## src/include/sar_cfg.svh

```systemverilog
// timing counts, code limits, sample width and buffer depth of the conversion sequencer
`ifndef SAR_CFG_SVH
`define SAR_CFG_SVH
`define SAR_RES        13
`define SAR_MSB_IDX    4'hc
`define SAR_ACQ_FALLS  2'h2
`define SAR_NUM_CODES  14'h2000
`define SAR_CODE_MAX   13'h0fff
`define SAR_CODE_MIN   13'h1000
`define SAR_CODE_ONE   13'h0001
`define SAR_MAG_MAX    12'hfff
`define SAR_MAG_MIN    12'h000
`define SAR_SAMPLE_W   16
`define SAR_BUF_DEPTH  2
`endif

```

## src/include/sar_pkg.sv

```systemverilog
// types shared by the conversion sequencer
`include "sar_cfg.svh"
package sar_pkg;
  typedef enum logic [2:0] {
    SAR_IDLE = 3'b000,
    SAR_WAIT = 3'b001,
    SAR_ACQ  = 3'b010,
    SAR_CONV = 3'b011,
    SAR_DONE = 3'b100
  } sar_state_t;

  typedef struct packed {
    sar_state_t              st;
    logic [3:0]              idx;
    logic [1:0]              falls;
    logic [`SAR_RES-1:0]     held;
    logic [`SAR_RES-1:0]     approx;
    logic                    sdo;
    logic                    sdo_oe;
    logic                    standby;
    logic                    pop;
    logic                    sclk_s1;
    logic                    sclk_s2;
    logic                    sclk_s3;
    logic                    cs_s1;
    logic                    cs_s2;
  } sar_conv_t;
endpackage

```

## src/rtl/sar_buf.sv

```systemverilog
// two-entry sample buffer with valid and ready on both sides
`timescale 1ns/10ps
`include "sar_cfg.svh"
module sar_buf
  import sar_pkg::*;
#(
  parameter int W     = `SAR_SAMPLE_W,
  parameter int DEPTH = `SAR_BUF_DEPTH
) (
  // clock and reset
  input  wire logic         clock_i,
  input  wire logic         rstn_i,
  // fill side
  input  wire logic [W-1:0] in_data_i,
  input  wire logic         in_valid_i,
  output logic              in_ready_o,
  // drain side
  output logic [W-1:0]      out_data_o,
  output logic              out_valid_o,
  input  wire logic         out_ready_i
);
  localparam int PW = (DEPTH > 1) ? $clog2(DEPTH) : 1;
  localparam int CW = $clog2(DEPTH + 1);

  typedef struct packed {
    logic [DEPTH-1:0][W-1:0] mem;
    logic [PW-1:0]           wptr;
    logic [PW-1:0]           rptr;
    logic [CW-1:0]           cnt;
    logic                    in_ready;
  } sar_buf_t;

  sar_buf_t q_r;
  sar_buf_t q_nxt;
  logic     push;
  logic     pop;

  assign push        = in_valid_i && q_r.in_ready;
  assign pop         = out_ready_i && (q_r.cnt != '0);
  assign in_ready_o  = q_r.in_ready;
  assign out_valid_o = (q_r.cnt != '0);
  assign out_data_o  = q_r.mem[q_r.rptr];

  always_comb begin
    q_nxt = q_r;
    if (push) begin
      q_nxt.mem[q_r.wptr] = in_data_i;
      q_nxt.wptr = (q_r.wptr == PW'(DEPTH - 1)) ? '0 : q_r.wptr + 1'b1;
    end
    if (pop) begin
      q_nxt.rptr = (q_r.rptr == PW'(DEPTH - 1)) ? '0 : q_r.rptr + 1'b1;
    end
    if (push && !pop) begin
      q_nxt.cnt = q_r.cnt + 1'b1;
    end else if (pop && !push) begin
      q_nxt.cnt = q_r.cnt - 1'b1;
    end
    q_nxt.in_ready = (q_nxt.cnt != CW'(DEPTH));
  end

  always_ff @(posedge clock_i or negedge rstn_i) begin
    if (!rstn_i) begin
      q_r          <= '0;
      q_r.in_ready <= 1'b1;
    end else begin
      q_r <= q_nxt;
    end
  end
endmodule

```

## src/rtl/sar_conv.sv

```systemverilog
// conversion sequencer of the serial differential converter
//////////////////////////////////////////////////////////////////////////////
// Summary of operation
// - sample window spans one and a half clocks
// - convert for thirteen clocks after sampling
// - one result bit per conversion clock
// - sign bit shifted out first
// - thirteen-bit twos complement from held charge
// - bipolar use spans all 8192 codes
// - limits are 0x1000 and 0x0fff
// - half lsb positive gives 0x0001
// - unipolar use equals twelve-bit resolution
// - any duty cycle and rate with each link clock level held for a system clock or more
// - select high aborts and enters standby
// - serial data changes on falling edges only while select is low; select high clears it
//////////////////////////////////////////////////////////////////////////////
`timescale 1ns/10ps
`include "sar_cfg.svh"
module sar_conv
  import sar_pkg::*;
#(
  parameter int W = `SAR_SAMPLE_W
) (
  // clock and reset
  input  wire logic         clock_i,
  input  wire logic         rstn_i,
  // serial link
  input  wire logic         select_shutdown_n_i,
  input  wire logic         sclk_i,
  output logic              sdo_o,
  output logic              sdo_oe_o,
  // quantised input difference
  input  wire logic [W-1:0] sample_data_i,
  input  wire logic         sample_valid_i,
  output logic              sample_ready_o,
  // status
  output logic              standby_o
);
  localparam sar_conv_t RST = '{
    st: SAR_IDLE, idx: 4'h0, falls: 2'h0, held: '0, approx: '0,
    sdo: 1'b0, sdo_oe: 1'b0, standby: 1'b1, pop: 1'b0,
    sclk_s1: 1'b0, sclk_s2: 1'b0, sclk_s3: 1'b0,
    cs_s1: 1'b1, cs_s2: 1'b1};
  localparam logic signed [W-1:0] LIM_HI = {{(W-12){1'b0}}, `SAR_MAG_MAX};
  localparam logic signed [W-1:0] LIM_LO = {{(W-12){1'b1}}, `SAR_MAG_MIN};

  sar_conv_t           q_r;
  sar_conv_t           q_nxt;
  logic [W-1:0]        buf_data;
  logic                buf_valid;
  logic                rise;
  logic                fall;
  logic                cs_low;
  logic [`SAR_RES-1:0] clamp_w;
  logic [`SAR_RES-1:0] src_w;
  logic [`SAR_RES-1:0] trial_w;
  logic                decide_w;

  //////////////////////////////////////////////////////////////////////////
  // sample buffer
  sar_buf #(
    .W     (W),
    .DEPTH (`SAR_BUF_DEPTH)
  ) u_buf (
    .clock_i     (clock_i),
    .rstn_i      (rstn_i),
    .in_data_i   (sample_data_i),
    .in_valid_i  (sample_valid_i),
    .in_ready_o  (sample_ready_o),
    .out_data_o  (buf_data),
    .out_valid_o (buf_valid),
    .out_ready_i (q_r.pop)
  );

  //////////////////////////////////////////////////////////////////////////
  // edges of the synchronised link clock
  // edges found by sampling
  assign rise   = q_r.sclk_s2 && !q_r.sclk_s3;
  assign fall   = !q_r.sclk_s2 && q_r.sclk_s3;
  assign cs_low = !q_r.cs_s2;

  always_comb begin
    if ($signed(buf_data) > LIM_HI) begin
      clamp_w = `SAR_CODE_MAX;
    end else if ($signed(buf_data) < LIM_LO) begin
      clamp_w = `SAR_CODE_MIN;
    end else begin
      clamp_w = buf_data[`SAR_RES-1:0];
    end
  end

  always_comb begin
    if (q_r.st == SAR_ACQ) begin
      src_w = buf_valid ? (clamp_w ^ `SAR_CODE_MIN) : q_r.held;
      trial_w = `SAR_CODE_MIN;
    end else begin
      src_w = q_r.held;
      trial_w = q_r.approx | (`SAR_CODE_ONE << q_r.idx);
    end
    decide_w = (src_w >= trial_w);
  end

  //////////////////////////////////////////////////////////////////////////
  // sequencer
  always_comb begin
    q_nxt = q_r;
    q_nxt.sclk_s1 = sclk_i;
    q_nxt.sclk_s2 = q_r.sclk_s1;
    q_nxt.sclk_s3 = q_r.sclk_s2;
    q_nxt.cs_s1 = select_shutdown_n_i;
    q_nxt.cs_s2 = q_r.cs_s1;
    q_nxt.pop = 1'b0;
    if (!cs_low) begin
      q_nxt.st = SAR_IDLE;
      q_nxt.sdo = 1'b0;
      q_nxt.sdo_oe = 1'b0;
      q_nxt.standby = 1'b1;
    end else begin
      case (q_r.st)
        SAR_IDLE: begin
          q_nxt.st = SAR_WAIT;
          q_nxt.sdo = 1'b0;
          q_nxt.sdo_oe = 1'b1;
          q_nxt.standby = 1'b0;
        end
        SAR_WAIT: begin
          if (rise) begin
            q_nxt.st = SAR_ACQ;
            q_nxt.falls = 2'h0;
          end
        end
        SAR_ACQ: begin
          if (fall) begin
            q_nxt.falls = q_r.falls + 2'h1;
            if (q_r.falls == `SAR_ACQ_FALLS - 2'h1) begin
              q_nxt.st = SAR_CONV;
              q_nxt.held = src_w;
              q_nxt.pop = buf_valid;
              q_nxt.idx = `SAR_MSB_IDX - 4'h1;
              q_nxt.approx = decide_w ? trial_w : '0;
              q_nxt.sdo = !decide_w;
            end
          end
        end
        SAR_CONV: begin
          if (fall) begin
            q_nxt.sdo = decide_w;
            q_nxt.approx = decide_w ? trial_w : q_r.approx;
            q_nxt.idx = q_r.idx - 4'h1;
            if (q_r.idx == 4'h0) begin
              q_nxt.st = SAR_DONE;
            end
          end
        end
        SAR_DONE: begin
          if (fall) begin
            q_nxt.sdo = 1'b0;
          end
        end
        default: begin
          q_nxt.st = SAR_IDLE;
        end
      endcase
    end
  end

  always_ff @(posedge clock_i or negedge rstn_i) begin
    if (!rstn_i) begin
      q_r <= RST;
    end else begin
      q_r <= q_nxt;
    end
  end

  assign sdo_o     = q_r.sdo;
  assign sdo_oe_o  = q_r.sdo_oe;
  assign standby_o = q_r.standby;
endmodule

```

## config.mk

```make
export PLATFORM = sky130hd
export DESIGN_NAME = sar_conv
export DESIGN_NICKNAME = d
export VERILOG_FILES = /design/src/include/sar_pkg.sv /design/src/rtl/sar_buf.sv /design/src/rtl/sar_conv.sv
export VERILOG_INCLUDE_DIRS = /design/src /design/src/include
export SDC_FILE = /design/constraint.sdc
export NUM_CORES = 1
export LEC_CHECK = 0
export CORE_MARGIN = 2
export CORE_UTILIZATION = 50
export DETAILED_ROUTE_END_ITERATION = 8
export DONT_BUFFER_PORTS = 1
export GPL_TIMING_DRIVEN = 1
export SLEW_MARGIN = 5
export SYNTH_ARGS = -nofsm -noshare
export SYNTH_HDL_FRONTEND = slang
export SYNTH_SLANG_ARGS = --single-unit
```

## constraint.sdc

```tcl
create_clock -name clock_i -period 6.6 [get_ports clock_i]
set_input_delay 0.66 -clock clock_i [delete_from_list [all_inputs] [get_ports clock_i]]
set_output_delay 0.66 -clock clock_i [all_outputs]
set_load 0.01 [all_outputs]
```

-- Word-level counts from Yosys, hierarchy flattened
Index checks and enable logic that the tools add are counted.
- register bits: 81
- add/sub/neg operators: 6
- order comparisons: 6
- equality and inequality tests: 18
- shift operators: 1
- mux-type cells: 37
- bitwise operators: 3
- reduce and logical (&&, ||, !) cells: 25
- operator list (kind ; count):
    two-way mux 13 bit ; 7
    two-way mux 16 bit ; 3
    two-way mux 36 bit ; 1
    bitwise mux 32 bit ; 1
    two-way mux 27 bit ; 1
    case mux 13 bit (2 select lines) ; 1
    demux 16 bit (select 1 bit) ; 1
    greater-than comparator 16 x 13 -> 1 bit (second input constant) ; 1
    less-than comparator 16 x 13 -> 1 bit (second input constant) ; 1
    inequality test 3 bit (second input constant) ; 5
    case mux 3 bit (5 select lines) ; 1
    two-way mux 14 bit ; 1
    two-way mux 7 bit ; 2
    >= comparator 13 bit ; 1
    OR 13 bit ; 1
    << shifter 1 x 4 -> 13 bit (first input constant) ; 1
    two-way mux 3 bit ; 4
    inequality test 2 bit (second input constant) ; 6
    AND reduction 6 bit ; 2
    AND reduction 5 bit ; 2
    two-way mux 2 bit ; 4
    case mux 4 bit (2 select lines) ; 1
    AND reduction 4 bit ; 2
    nonzero test 2 bit ; 4
    other kinds (21) ; 42

-- Depth between registers and ports, before layout
Gate-level depths: netlist of the first run.
- depth in word-level cells: 14
- gate-level depth with buffers: 15
- mapped depth without buffers: 13

-- Modules after synthesis
From an unflattened synthesis of the first run, not the netlist that was laid out.
- cell total of the unflattened synthesis: 396
- area total of the unflattened synthesis: 4257.8 µm²
- by module, submodules not included (module ; instances ; cells an instance ; area an instance (µm²)):
    sar_conv ; 1 ; 287 ; 2601.2
    sar_buf ; 1 ; 109 ; 1656.6

-- Least setup slack after synthesis of the first run
No wires, ideal clock.
- kind: reg2reg
- start: register u_buf.q_r[3] (netlist name)
- end: register q_r[20] (netlist name)
- data arrival time: 3.090 ns
- data required time: 6.476 ns
- setup slack: 3.386 ns
- cell stages (with the launch flop): 14
- buffers on the path: 3
- period minus slack after synthesis: 3.214 ns
- path through: dfrtp_1 clkbuf_1 buf_1 mux2_2 a21oi_1 nor2_1 ha_1 a21o_1 a21oi_1 o21ai_0 a2111oi_4 a21oi_4 buf_6 mux2i_1
- RTL lines (element ; RTL line ; text):
    from (decl) ; sar_buf.sv:33 ; sar_buf_t q_r;
    from (signal assigned) ; sar_buf.sv:66 ; q_r <= q_nxt;
    two-way mux 16 bit (not written as such) * (2 in a row) ; sar_buf.sv:42 ; assign out_data_o = q_r.mem[q_r.rptr];
    less-than comparator 16 x 13 -> 1 bit ; sar_conv.sv:85 ; end else if ($signed(buf_data) < LIM_LO) begin
    two-way mux 13 bit ; sar_conv.sv:85 ;
    two-way mux 13 bit * ; sar_conv.sv:83 ; if ($signed(buf_data) > LIM_HI) begin
    two-way mux 13 bit * ; sar_conv.sv:94 ; src_w = buf_valid ? (clamp_w ^ `SAR_CODE_MIN) : q_r.held;
    two-way mux 13 bit * ; sar_conv.sv:93 ; if (q_r.st == SAR_ACQ) begin
    via src_w[3] ; sar_conv.sv:55 ; logic [`SAR_RES-1:0] src_w;
    >= comparator 13 bit * ; sar_conv.sv:100 ; decide_w = (src_w >= trial_w);
    two-way mux 13 bit ; sar_conv.sv:140 ; q_nxt.approx = decide_w ? trial_w : '0;
    two-way mux 27 bit ; sar_conv.sv:135 ; if (q_r.falls == `SAR_ACQ_FALLS - 2'h1) begin
    two-way mux 36 bit ; sar_conv.sv:133 ; if (fall) begin
    case mux 13 bit (2 select lines) ; sar_conv.sv:119 ; case (q_r.st)
    to (signal assigned) ; sar_conv.sv:171 ; q_r <= q_nxt;
    to (decl) ; sar_conv.sv:47 ; sar_conv_t q_r;
The timed path passes the listed nets; every way through them passes the cells marked *. The select of a mux whose other input is x is not followed.
A chain may end at the register's enable or synchronous reset.

-- Worst setup path in the final report of the first run
- start: register q_r[41] (netlist name)
- end: register q_r[14] (netlist name)
- word-level cells in the longest chain between the ends: 7
- ends and longest elaborated chain (element ; RTL line):
    equality test 3 x 2 -> 1 bit * ; sar_conv.sv:93
    two-way mux 13 bit * ; sar_conv.sv:93
    via src_w[11] ; sar_conv.sv:55
    >= comparator 13 bit * ; sar_conv.sv:100
    two-way mux 13 bit ; sar_conv.sv:140
    two-way mux 27 bit ; sar_conv.sv:135
    two-way mux 36 bit ; sar_conv.sv:133
    case mux 13 bit (2 select lines) ; sar_conv.sv:119
Marked as above.

==> metrics, run 1 <==
result of the run finished clean; number of diodes added for antenna fixing 0; layout-stage area growth over the synthesis result 6.86%; core footprint 8180 sq um; most instantiated library cell after synthesis dfrtp_1; global-route wire length before repair 13.8 mm; period utilisation layout 58.5%; cell-internal power 1.07 mW; top achievable clock speed 0.259 GHz; number of iterations in the first detailed-routing pass 4; PD cells 353 nW/um^2; unrepaired setup endpoints after global routing false; worst hold path class primary input to async pin; Max Buffers Root-to-Sink 2; WP data required 6860 ps; register clock-pin slew on the reported worst setup and hold paths 90 ps; vias in the first global route 2821; register bit total from synthesis 81; VDD IR-drop max 0.000145 V; I/O Pins 25; Worst slew margin 29.7%; Pins Over Slew Limit 0; Worst Setup Slack, final 2740 ps; largest fanout of any net on the critical path 15; fraction of power consumed by the clock network 22.5%; count of max-cap constraint violations 0; number of flops mapped to enable cells by yosys 0; Worst Tran Pin Value 1040 ps; H-tree depth reported by CTS 3; floorplan die area 9180 sq um; leakage component of the power 2.03 nW; switching power summed over all nets 0.516 mW; accumulated negative setup slack 0 ps; final design utilization 55.1%; root buffer cell clkbuf_8; post-route ant nets 0; syn_area_per_cell 10.8 sq um; clk sinks 81; Critical Path Source Type flop; quantity of gates resized following cts 0; leading area contributor after synthesis dfrtp_1; Overall Power 1.59 mW; Site Rows 33; cts bufs inserted 9; overall overflow remaining after global route 0; detailed placer's ending HPWL 5.71 mm; main area contributors after synthesis dfrtp_1 46%, mux2_2 12%, ha_1 6.2%; final weighted congestion in routability-driven placement 0.855; effective utilization at floorplan 51.5%; GRT Overall Usage 19.4%; clk_lat worst skew 350 ps; cell count after placement 483; Yosys top cell area share 45.7%; register area share after synthesis 48.2%; leading post-synthesis cells by instance count 77 x dfrtp_1, 46 x mux2_2, 45 x nand2_1, 40 x nor2_1, 27 x a21oi_1; Arrival @ worst endpoint 4120 ps; count of input and output buffers 0; post-route clock skew 14.3 ps; final setup violating endpoints 0; post-layout net count 432; endpoint type of the worst setup path flop; Setup Fix Bufs, Post-CTS 0; number of antenna violations at the first check in global routing 0; proportion of total power due to net switching 32.4%; async set or reset register ratio after synthesis 100%; height of the chip 95.8 um; # DRC 0; proportion of layout cells with a drive suffix above 1 21.8%; Non-Filler Instances 500; pin count of the biggest net entering global routing 78; instance count of the mapped netlist 391; x dimension of the die 95.8 um; Wirelength per Cell 16.4 um; proportion of power drawn by combinational gates 31.7%; post-synthesis net count 433; hold violation total from the final report 0; Synth Cell Area 4210 sq um; start-to-end type of the worst setup path flop to flop; iteration-0 DRC count of the detailed router 109; power share of the sequential group 45.8%; via count 2785; time the worst path needs with I/O delays and setup 3860 ps; post-synthesis cell type count 53; Post-synth top flop dfrtp_1; count of yosys warnings during synthesis 0; Via-to-Cell Ratio 5.57; TritonCTS clock tree done; WL final 8.21 mm; total of hold buffers inserted after clock tree synthesis 1; pre-CTS setup slack 2760 ps
[layout by cell type, fill, tap and decap left out, drive strengths merged, types with 2 or more instances in the layout]
master,Yosys,routed
dfrtp,77,77
mux2,46,46
nand2,46,46
nor2,40,40
a21oi,28,28
inv,22,22
ha,21,21
a2bb2oi,12,12
clkbuf,11,11
mux2i,9,9
nand3,7,7
nor3,7,7
o21ai,7,7
o22ai,5,5
dfstp,4,4
or3,4,4
buf,5,4
o21bai,3,3
nand2b,3,3
nor2b,3,3
clkinv,0,3
a22oi,2,2
xnor2,2,2
a21o,2,2
a211oi,2,2
a21boi,2,2
a31oi,2,2
nor3b,2,2
or2,2,2
a2111oi,2,2
[flip-flops by register name (all words and copies together) (netlist names)]
| name | flops |
|---|---|
| q_nxt | 3 |
| q_r | 38 |
| sdo_o | 1 |
| sdo_oe_o | 1 |
| standby_o | 1 |
| u_buf.in_ready_o | 1 |
| u_buf.q_r | 36 |
[power groups by stage]
stage / registers (mW) / logic [mW] / clock network [mW]
after global routing: 0.747 / 0.565 / 0.387
after global placement: 0.729 / 0.481 / 0
after floorplan: 0.705 / 0.419 / 0
after detailed placement: 0.737 / 0.499 / 0
final: 0.728 / 0.504 / 0.358
after CTS: 0.728 / 0.511 / 0.366
[cell type report]
class	count	area, sq um
fill	723	3670
sequential	81	2030
multi-input combinational	272	2020
clock buffer	11	131
tap	105	131
inverter	22	82.6
clock inverter	5	56.3
timing repair buffer	4	50.0
[metal layers]
layer	part of all wire, %	wire, um	track usage (%)
met1	50	4090	27.0
met5	0	0	0
met4	1.3	103	5.71
met3	3.7	304	3.76
met2	45	3710	30.9
[kinds of logic (layout without fill, tap and decap cells)]
kind of cell / after synthesis / after routing / synth area share [%]
adder cells (fa/ha/maj): 21 / 21 / 6.24
XOR/XNOR: 3 / 3 / 0.624
buffers and inverters: 38 / 42 / 3.86
multiplexers: 55 / 55 / 14.4
AND/OR/NAND/NOR: 121 / 121 / 13.5
AO/OA/AOI/OAI: 72 / 72 / 13.1
flip-flops: 81 / 81 / 48.2
[critical path: stages (launching register included)]
cell       delay [ps]
dfrtp_1           560
nor2_1            180
nand2_1           280
nor2_1            180
buf_4             220
o311ai_1          110
buf_4             210
a21oi_1           200
nor2_1             80
ha_1              310
nand4_1           170
nor3_1            390
a2111oi_4         160
a21oi_4           470
mux2i_1           250
[per-stage QoR]
| step | hold WS, ps | area (sq um) |
|---|---|---|
| 2_1_floorplan | 331 | 4210 |
| 3_3_place_gp | 341 | 4290 |
| 3_5_place_dp | 335 | 4290 |
| 4_1_cts | 127 | 4500 |
| 5_1_grt | 112 | 4500 |
| 6_report | 138 | 4500 |
[final timing paths]
| kind | depth (start not counted) | endpoint | slack [ps] | from |
|---|---|---|---|---|
| worst max-delay path | 14 | q_r[14] | 2740 | q_r[41] |
| worst min-delay path | 0 | q_r[0] | 140 | rstn_i |
| worst max register to register | 14 | q_r[14] | 2740 | q_r[41] |
| worst min register to register | 0 | q_nxt[2] | 350 | q_nxt[3] |
| max in group asynchronous | 1 | u_buf.q_r[16] | 6080 | rstn_i |
| min in group clock_i | 0 | q_nxt[0] | 300 | select_shutdown_n_i |
Note: power is estimated with default switching activity, not from simulation.
==> run 2, diff against run 1 <==
==> constraint.sdc (replaced) <==
create_clock -name clock_i -period 3.9 [get_ports clock_i]
set_input_delay 0.39 -clock clock_i [delete_from_list [all_inputs] [get_ports clock_i]]
set_output_delay 0.39 -clock clock_i [all_outputs]
set_load 0.01 [all_outputs]
==> run 2 against run 1 <==
Compared with the run above: combinational power rose by 72%; non-clock buffer count rose by 6; sequential cell count did not move; clock power rose by 63%; clock-buffer cell count fell by 2; sequential power rose by 68%; sequential share of layout area fell by 0.45 points; critical path depth did not move; critical endpoint is now q_r[16]; highest routed layer unchanged.
==> metrics, run 2 (synthesis gave the netlist of run 1 again) <==
result of the run finished clean; floorplan die area 9180 sq um; Overall Power 2.68 mW; register-to-register setup slack 520 ps; reg2reg path depth 14; quantity of gates resized following cts 0; Worst Tran Pin Value 1040 ps; Site Rows 33; detailed placer's ending HPWL 6.00 mm; vias in the first global route 2780; I/O Pins 25; count of cells along the worst hold path 0; core footprint 8180 sq um; GRT Overall Usage 19.6%; Wirelength per Cell 16.4 um; root buffer cell clkbuf_8; clk_lat worst skew 350 ps; flip-flop count of the largest register, all copies and words added 38; pin count of the biggest net entering global routing 82; pre-CTS setup slack 463 ps; Worst Hold Launch select_shutdown_n_i; worst path cell trace nor2_1, nand2_1, nor2_1, o311ai_1, buf_4, a21oi_1, nor2_1, ha_1, a21o_1, a21oi_1, o21ai_0, a2111oi_4, a21oi_4, mux2i_1; TritonCTS clock tree done; commonest non-fill, non-tap cell in the layout dfrtp_1; Pins Over Slew Limit 0; number of antenna violations at the first check in global routing 0; number of iterations in the first detailed-routing pass 4; x dimension of the die 95.8 um; post-layout net count 438; register clock-pin slew on the reported worst setup and hold paths 90 ps; Setup Fix Bufs, Post-CTS 0; final setup violating endpoints 0; H-tree depth reported by CTS 3; leakage component of the power 2.07 nW; # DRC 0; proportion of layout cells with a drive suffix above 1 23.2%; Arrival @ worst endpoint 3610 ps; hold violation total from the final report 0; cell count after placement 488; final design utilization 55.6%; largest fanout of any net on the critical path 13; Worst Hold Endpoint q_nxt[0]; overall overflow remaining after global route 0; post-route clock skew 6.50 ps; iteration-0 DRC count of the detailed router 80; number of diodes added for antenna fixing 0; layout-stage area growth over the synthesis result 7.93%; largest register by flop count q_r; period utilisation layout 86.8%; effective utilization at floorplan 51.5%; worst hold path class primary input to flop; WL final 8.30 mm; cell type of the slowest stage on the worst timing path a2111oi_4; CP bufs+invs 1; Worst Setup Slack, final 516 ps; top achievable clock speed 0.296 GHz; height of the chip 95.8 um; start-to-end type of the worst setup path flop to flop; unrepaired setup endpoints after global routing false; Worst slew margin 30.1%; VDD IR-drop max 0.000223 V; PD cells 589 nW/um^2; cts bufs inserted 9; most frequent cell on the critical path nor2_1; Non-Filler Instances 506; family of cells with the greatest summed delay on the critical path compound AO/OA/AOI/OAI gates; count of input and output buffers 0; Via-to-Cell Ratio 5.47; accumulated negative setup slack 0 ps; WP data required 4120 ps; max incr delay on CP 460 ps; final weighted congestion in routability-driven placement 0.806; global-route wire length before repair 13.7 mm; via count 2770; Critical Path Source Type flop; endpoint type of the worst setup path flop; count of max-cap constraint violations 0; post-route ant nets 0; most frequent cells in the layout 77 x dfrtp_1, 46 x mux2_2, 45 x nand2_1; Max Buffers Root-to-Sink 2; critical register-to-register path startpoint q_r[43]; Crit Reg-Reg Endpoint q_r[16]; time the worst path needs with I/O delays and setup 3380 ps; clk sinks 81
run 2: power by group:
group | switching [mW] | internal [mW]
clock network | 0.340 | 0.245
registers | 0.146 | 1.08
logic | 0.419 | 0.450
total | 0.906 | 1.77
run 2: area by class of cell:
type,count,area [sq um]
fillers,717,3630
repair buffers,10,97.6
flip-flops and latches,81,2030
multi-input cells,272,2020
clock inverters,7,61.3
clock buffers,9,124
well taps,105,131
inverters,22,82.6
run 2: per-stage QoR:
step	hold slack [ps]	instance area (sq um)
after floorplan	94.4	4210
after global placement	96.1	4320
after detailed placement	96.3	4320
after CTS	6.80	4550
after global routing	3.88	4550
final	21.7	4550
run 2: worst max-delay path by stage:
stage	start	slack, ps	end	cells past startpoint
after floorplan	u_buf.q_r[3]	690	q_r[20]	13
after global routing	q_r[43]	150	q_r[15]	14
after global placement	q_r[43]	650	q_r[14]	14
after CTS	q_r[43]	440	q_r[16]	14
final	q_r[43]	520	q_r[16]	14
after detailed placement	q_r[43]	460	q_r[16]	14
run 2: repair_timing:
item / 4_1_cts / 5_1_grt
endpoints found under the setup margin: 0 / 0
hold endpoints to repair: 81 / 0
hold buffers: 2 / 0
run 2: metal layers:
layer  routed length, um  track usage (%)  part of all wire [%]
met4                 124             6.79                   1.5
met5                   0                0                     0
met2                3810             31.1                    46
met3                 286             3.21                   3.4
met1                4090             27.2                    49
==> run 3, diff against run 2 <==
--- a/config.mk
+++ b/config.mk
@@ -6,11 +6,13 @@
 export SDC_FILE = /design/constraint.sdc
 export NUM_CORES = 1
 export LEC_CHECK = 0
+export CORE_ASPECT_RATIO = 1.75
 export CORE_MARGIN = 2
 export CORE_UTILIZATION = 50
 export DETAILED_ROUTE_END_ITERATION = 8
 export DONT_BUFFER_PORTS = 1
 export GPL_TIMING_DRIVEN = 1
+export RECOVER_POWER = 50
 export SLEW_MARGIN = 5
 export SYNTH_ARGS = -nofsm -noshare
 export SYNTH_HDL_FRONTEND = slang
==> run 3 against run 2 <==
Compared with the run above: the run now ends with capacitance limit, slew limit left; global-route usage shrank 0.084 points; first-iteration DRC count grew 40%; register-to-register slack gained 80 ps; fmax grew 2.5%; via count grew 0.65%; utilization grew 0.72 points; total power grew 14%; sequential share of layout area shrank 1.0 points; largest power group unchanged.
==> metrics, run 3 (synthesis gave the netlist of run 1 again) <==
result of the run complete, but fails checks; violations in the final reports capacitance limit, slew limit; Worst slew margin -34.0%; PD cells 655 nW/um^2; proportion of layout cells with a drive suffix above 1 22.5%; via count 2788; reg2reg path depth 13; family of cells with the greatest summed delay on the critical path simple AND/OR/NAND/NOR gates; flip-flop count of the largest register, all copies and words added 38; TritonCTS clock tree done; Pins Over Slew Limit 82; final setup violating endpoints 0; # DRC 0; post-layout net count 437; register clock-pin slew on the reported worst setup and hold paths 60 ps; core footprint 8260 sq um; cts bufs inserted 9; largest fanout of any net on the critical path 13; count of input and output buffers 0; top achievable clock speed 0.303 GHz; overall overflow remaining after global route 0; largest register by flop count q_r; WL final 8.25 mm; Overall Power 3.05 mW; GRT Overall Usage 19.5%; Wirelength per Cell 16.8 um; period utilisation layout 84.6%; start-to-end type of the worst setup path flop to flop; Max Buffers Root-to-Sink 2; Via-to-Cell Ratio 5.67; filler cell count 700; Worst Tran Pin Value 2010 ps; commonest non-fill, non-tap cell in the layout dfrtp_1; iteration-0 DRC count of the detailed router 112; accumulated negative setup slack 0 ps; count of cells along the worst hold path 0; layout-stage area growth over the synthesis result 10.4%; pin count of the biggest net entering global routing 82; floorplan die area 9200 sq um; endpoint type of the worst setup path flop; cell type of the slowest stage on the worst timing path dfrtp_1; Worst Hold Launch select_shutdown_n_i; cell area after placement 4300 sq um; count of max-cap constraint violations 1; Multi-input gate area 2020 sq um; register-to-register setup slack 600 ps; final weighted congestion in routability-driven placement 0.786; detailed placer's ending HPWL 6.10 mm; most frequent cell on the critical path nor2_1; vias in the first global route 2958; Post-Layout Inst Area 4650 sq um; global-route wire length before repair 14.0 mm; post-route ant nets 0; height of the chip 125 um; VDD IR-drop max 0.000258 V; worst hold path class primary input to flop; Critical Path Source Type flop; leakage component of the power 2.12 nW; Site Rows 44; hold violation total from the final report 0; unrepaired setup endpoints after global routing false; max incr delay on CP 500 ps; CP bufs+invs 1; most frequent cells in the layout 77 x dfrtp_1, 46 x mux2_2, 45 x nand2_1; number of antenna violations at the first check in global routing 0; post-route clock skew 7.52 ps; H-tree depth reported by CTS 3; clk_lat worst skew 330 ps; worst path cell trace nor2_1, nand2_1, nor2_1, o311ai_1, buf_4, a21oi_1, nor2_1, ha_1, nand4_1, nor3_1, a2111oi_4, a21oi_4, mux2i_1; critical register-to-register path startpoint q_r[43]; I/O Pins 25; time the worst path needs with I/O delays and setup 3300 ps; clk sinks 81; root buffer cell clkbuf_16; number of diodes added for antenna fixing 0; register cell area after layout 2030 sq um; x dimension of the die 73.4 um; Worst Hold Endpoint q_nxt[0]; Arrival @ worst endpoint 3540 ps; effective utilization at floorplan 51.0%; WP data required 4140 ps; number of iterations in the first detailed-routing pass 4; Crit Reg-Reg Endpoint q_r[15]
==> run 3: cell count changes in the layout (fill, tap and decap cells not counted), sizes merged <==
cell      previous run  this run
clkbuf               9        12
bufinv               0         3
clkinvlp             1         0
inv                 26        22
buf                  9         7
==> run 3: per-layer routing <==
metal	wire, um	part of all wire, %	GRT usage [%]
met5	0	0	0
met4	192	2.3	7.49
met3	213	2.6	4.51
met2	4480	54	34.8
met1	3370	41	21.8
==> run 3: per-stage QoR <==
stage	cells	setup slack (ps)	utilization [%]	hold slack (ps)
floorplan	391	686	-	94.4
global placement	474	682	52.1	96.0
detailed placement	474	636	52.1	96.0
CTS	492	601	56.6	35.4
global route	492	282	56.3	25.1
finish	492	599	56.3	49.1
==> run 3: worst register-to-register path: stages, from the launching register on <==
cell and delay (ps):
dfrtp_1 500, nor2_1 180, nand2_1 90, nor2_1 150, o311ai_1 110, buf_4 190
a21oi_1 200, nor2_1 90, ha_1 320, nand4_1 150, nor3_1 360, a2111oi_4 160
a21oi_4 450, mux2i_1 270
==> run 3: how the worst max path moves through the flow <==
stage                      start  cells after the start       to
floorplan           u_buf.q_r[3]                     13  q_r[20]
global placement         q_r[43]                     14  q_r[15]
detailed placement       q_r[43]                     13  q_r[15]
CTS                      q_r[43]                     13  q_r[15]
global route             q_r[43]                     13  q_r[15]
finish                   q_r[43]                     13  q_r[15]
==> run 3: layout make-up <==
type                    count  share of cell area [%]
clock buffers              11                    5.00
clock inverters             5                    2.23
inverters                  22                    1.78
multi-input cells         272                    43.4
flip-flops and latches     81                    43.7
well taps                  92                    2.47
repair buffers              9                    1.45
==> run 3: power breakdown <==
part | internal, mW | switching, mW
combinational | 0.445 | 0.408
clock | 0.626 | 0.333
sequential | 1.08 | 0.154
total | 2.15 | 0.895
==> run 3: what timing repair did <==
item	in CTS	in global routing
setup endpoints to repair	0	0
hold endpoints to repair	81	0
setup buffers	0	0
hold buffers	2	0
resized for setup	0	0
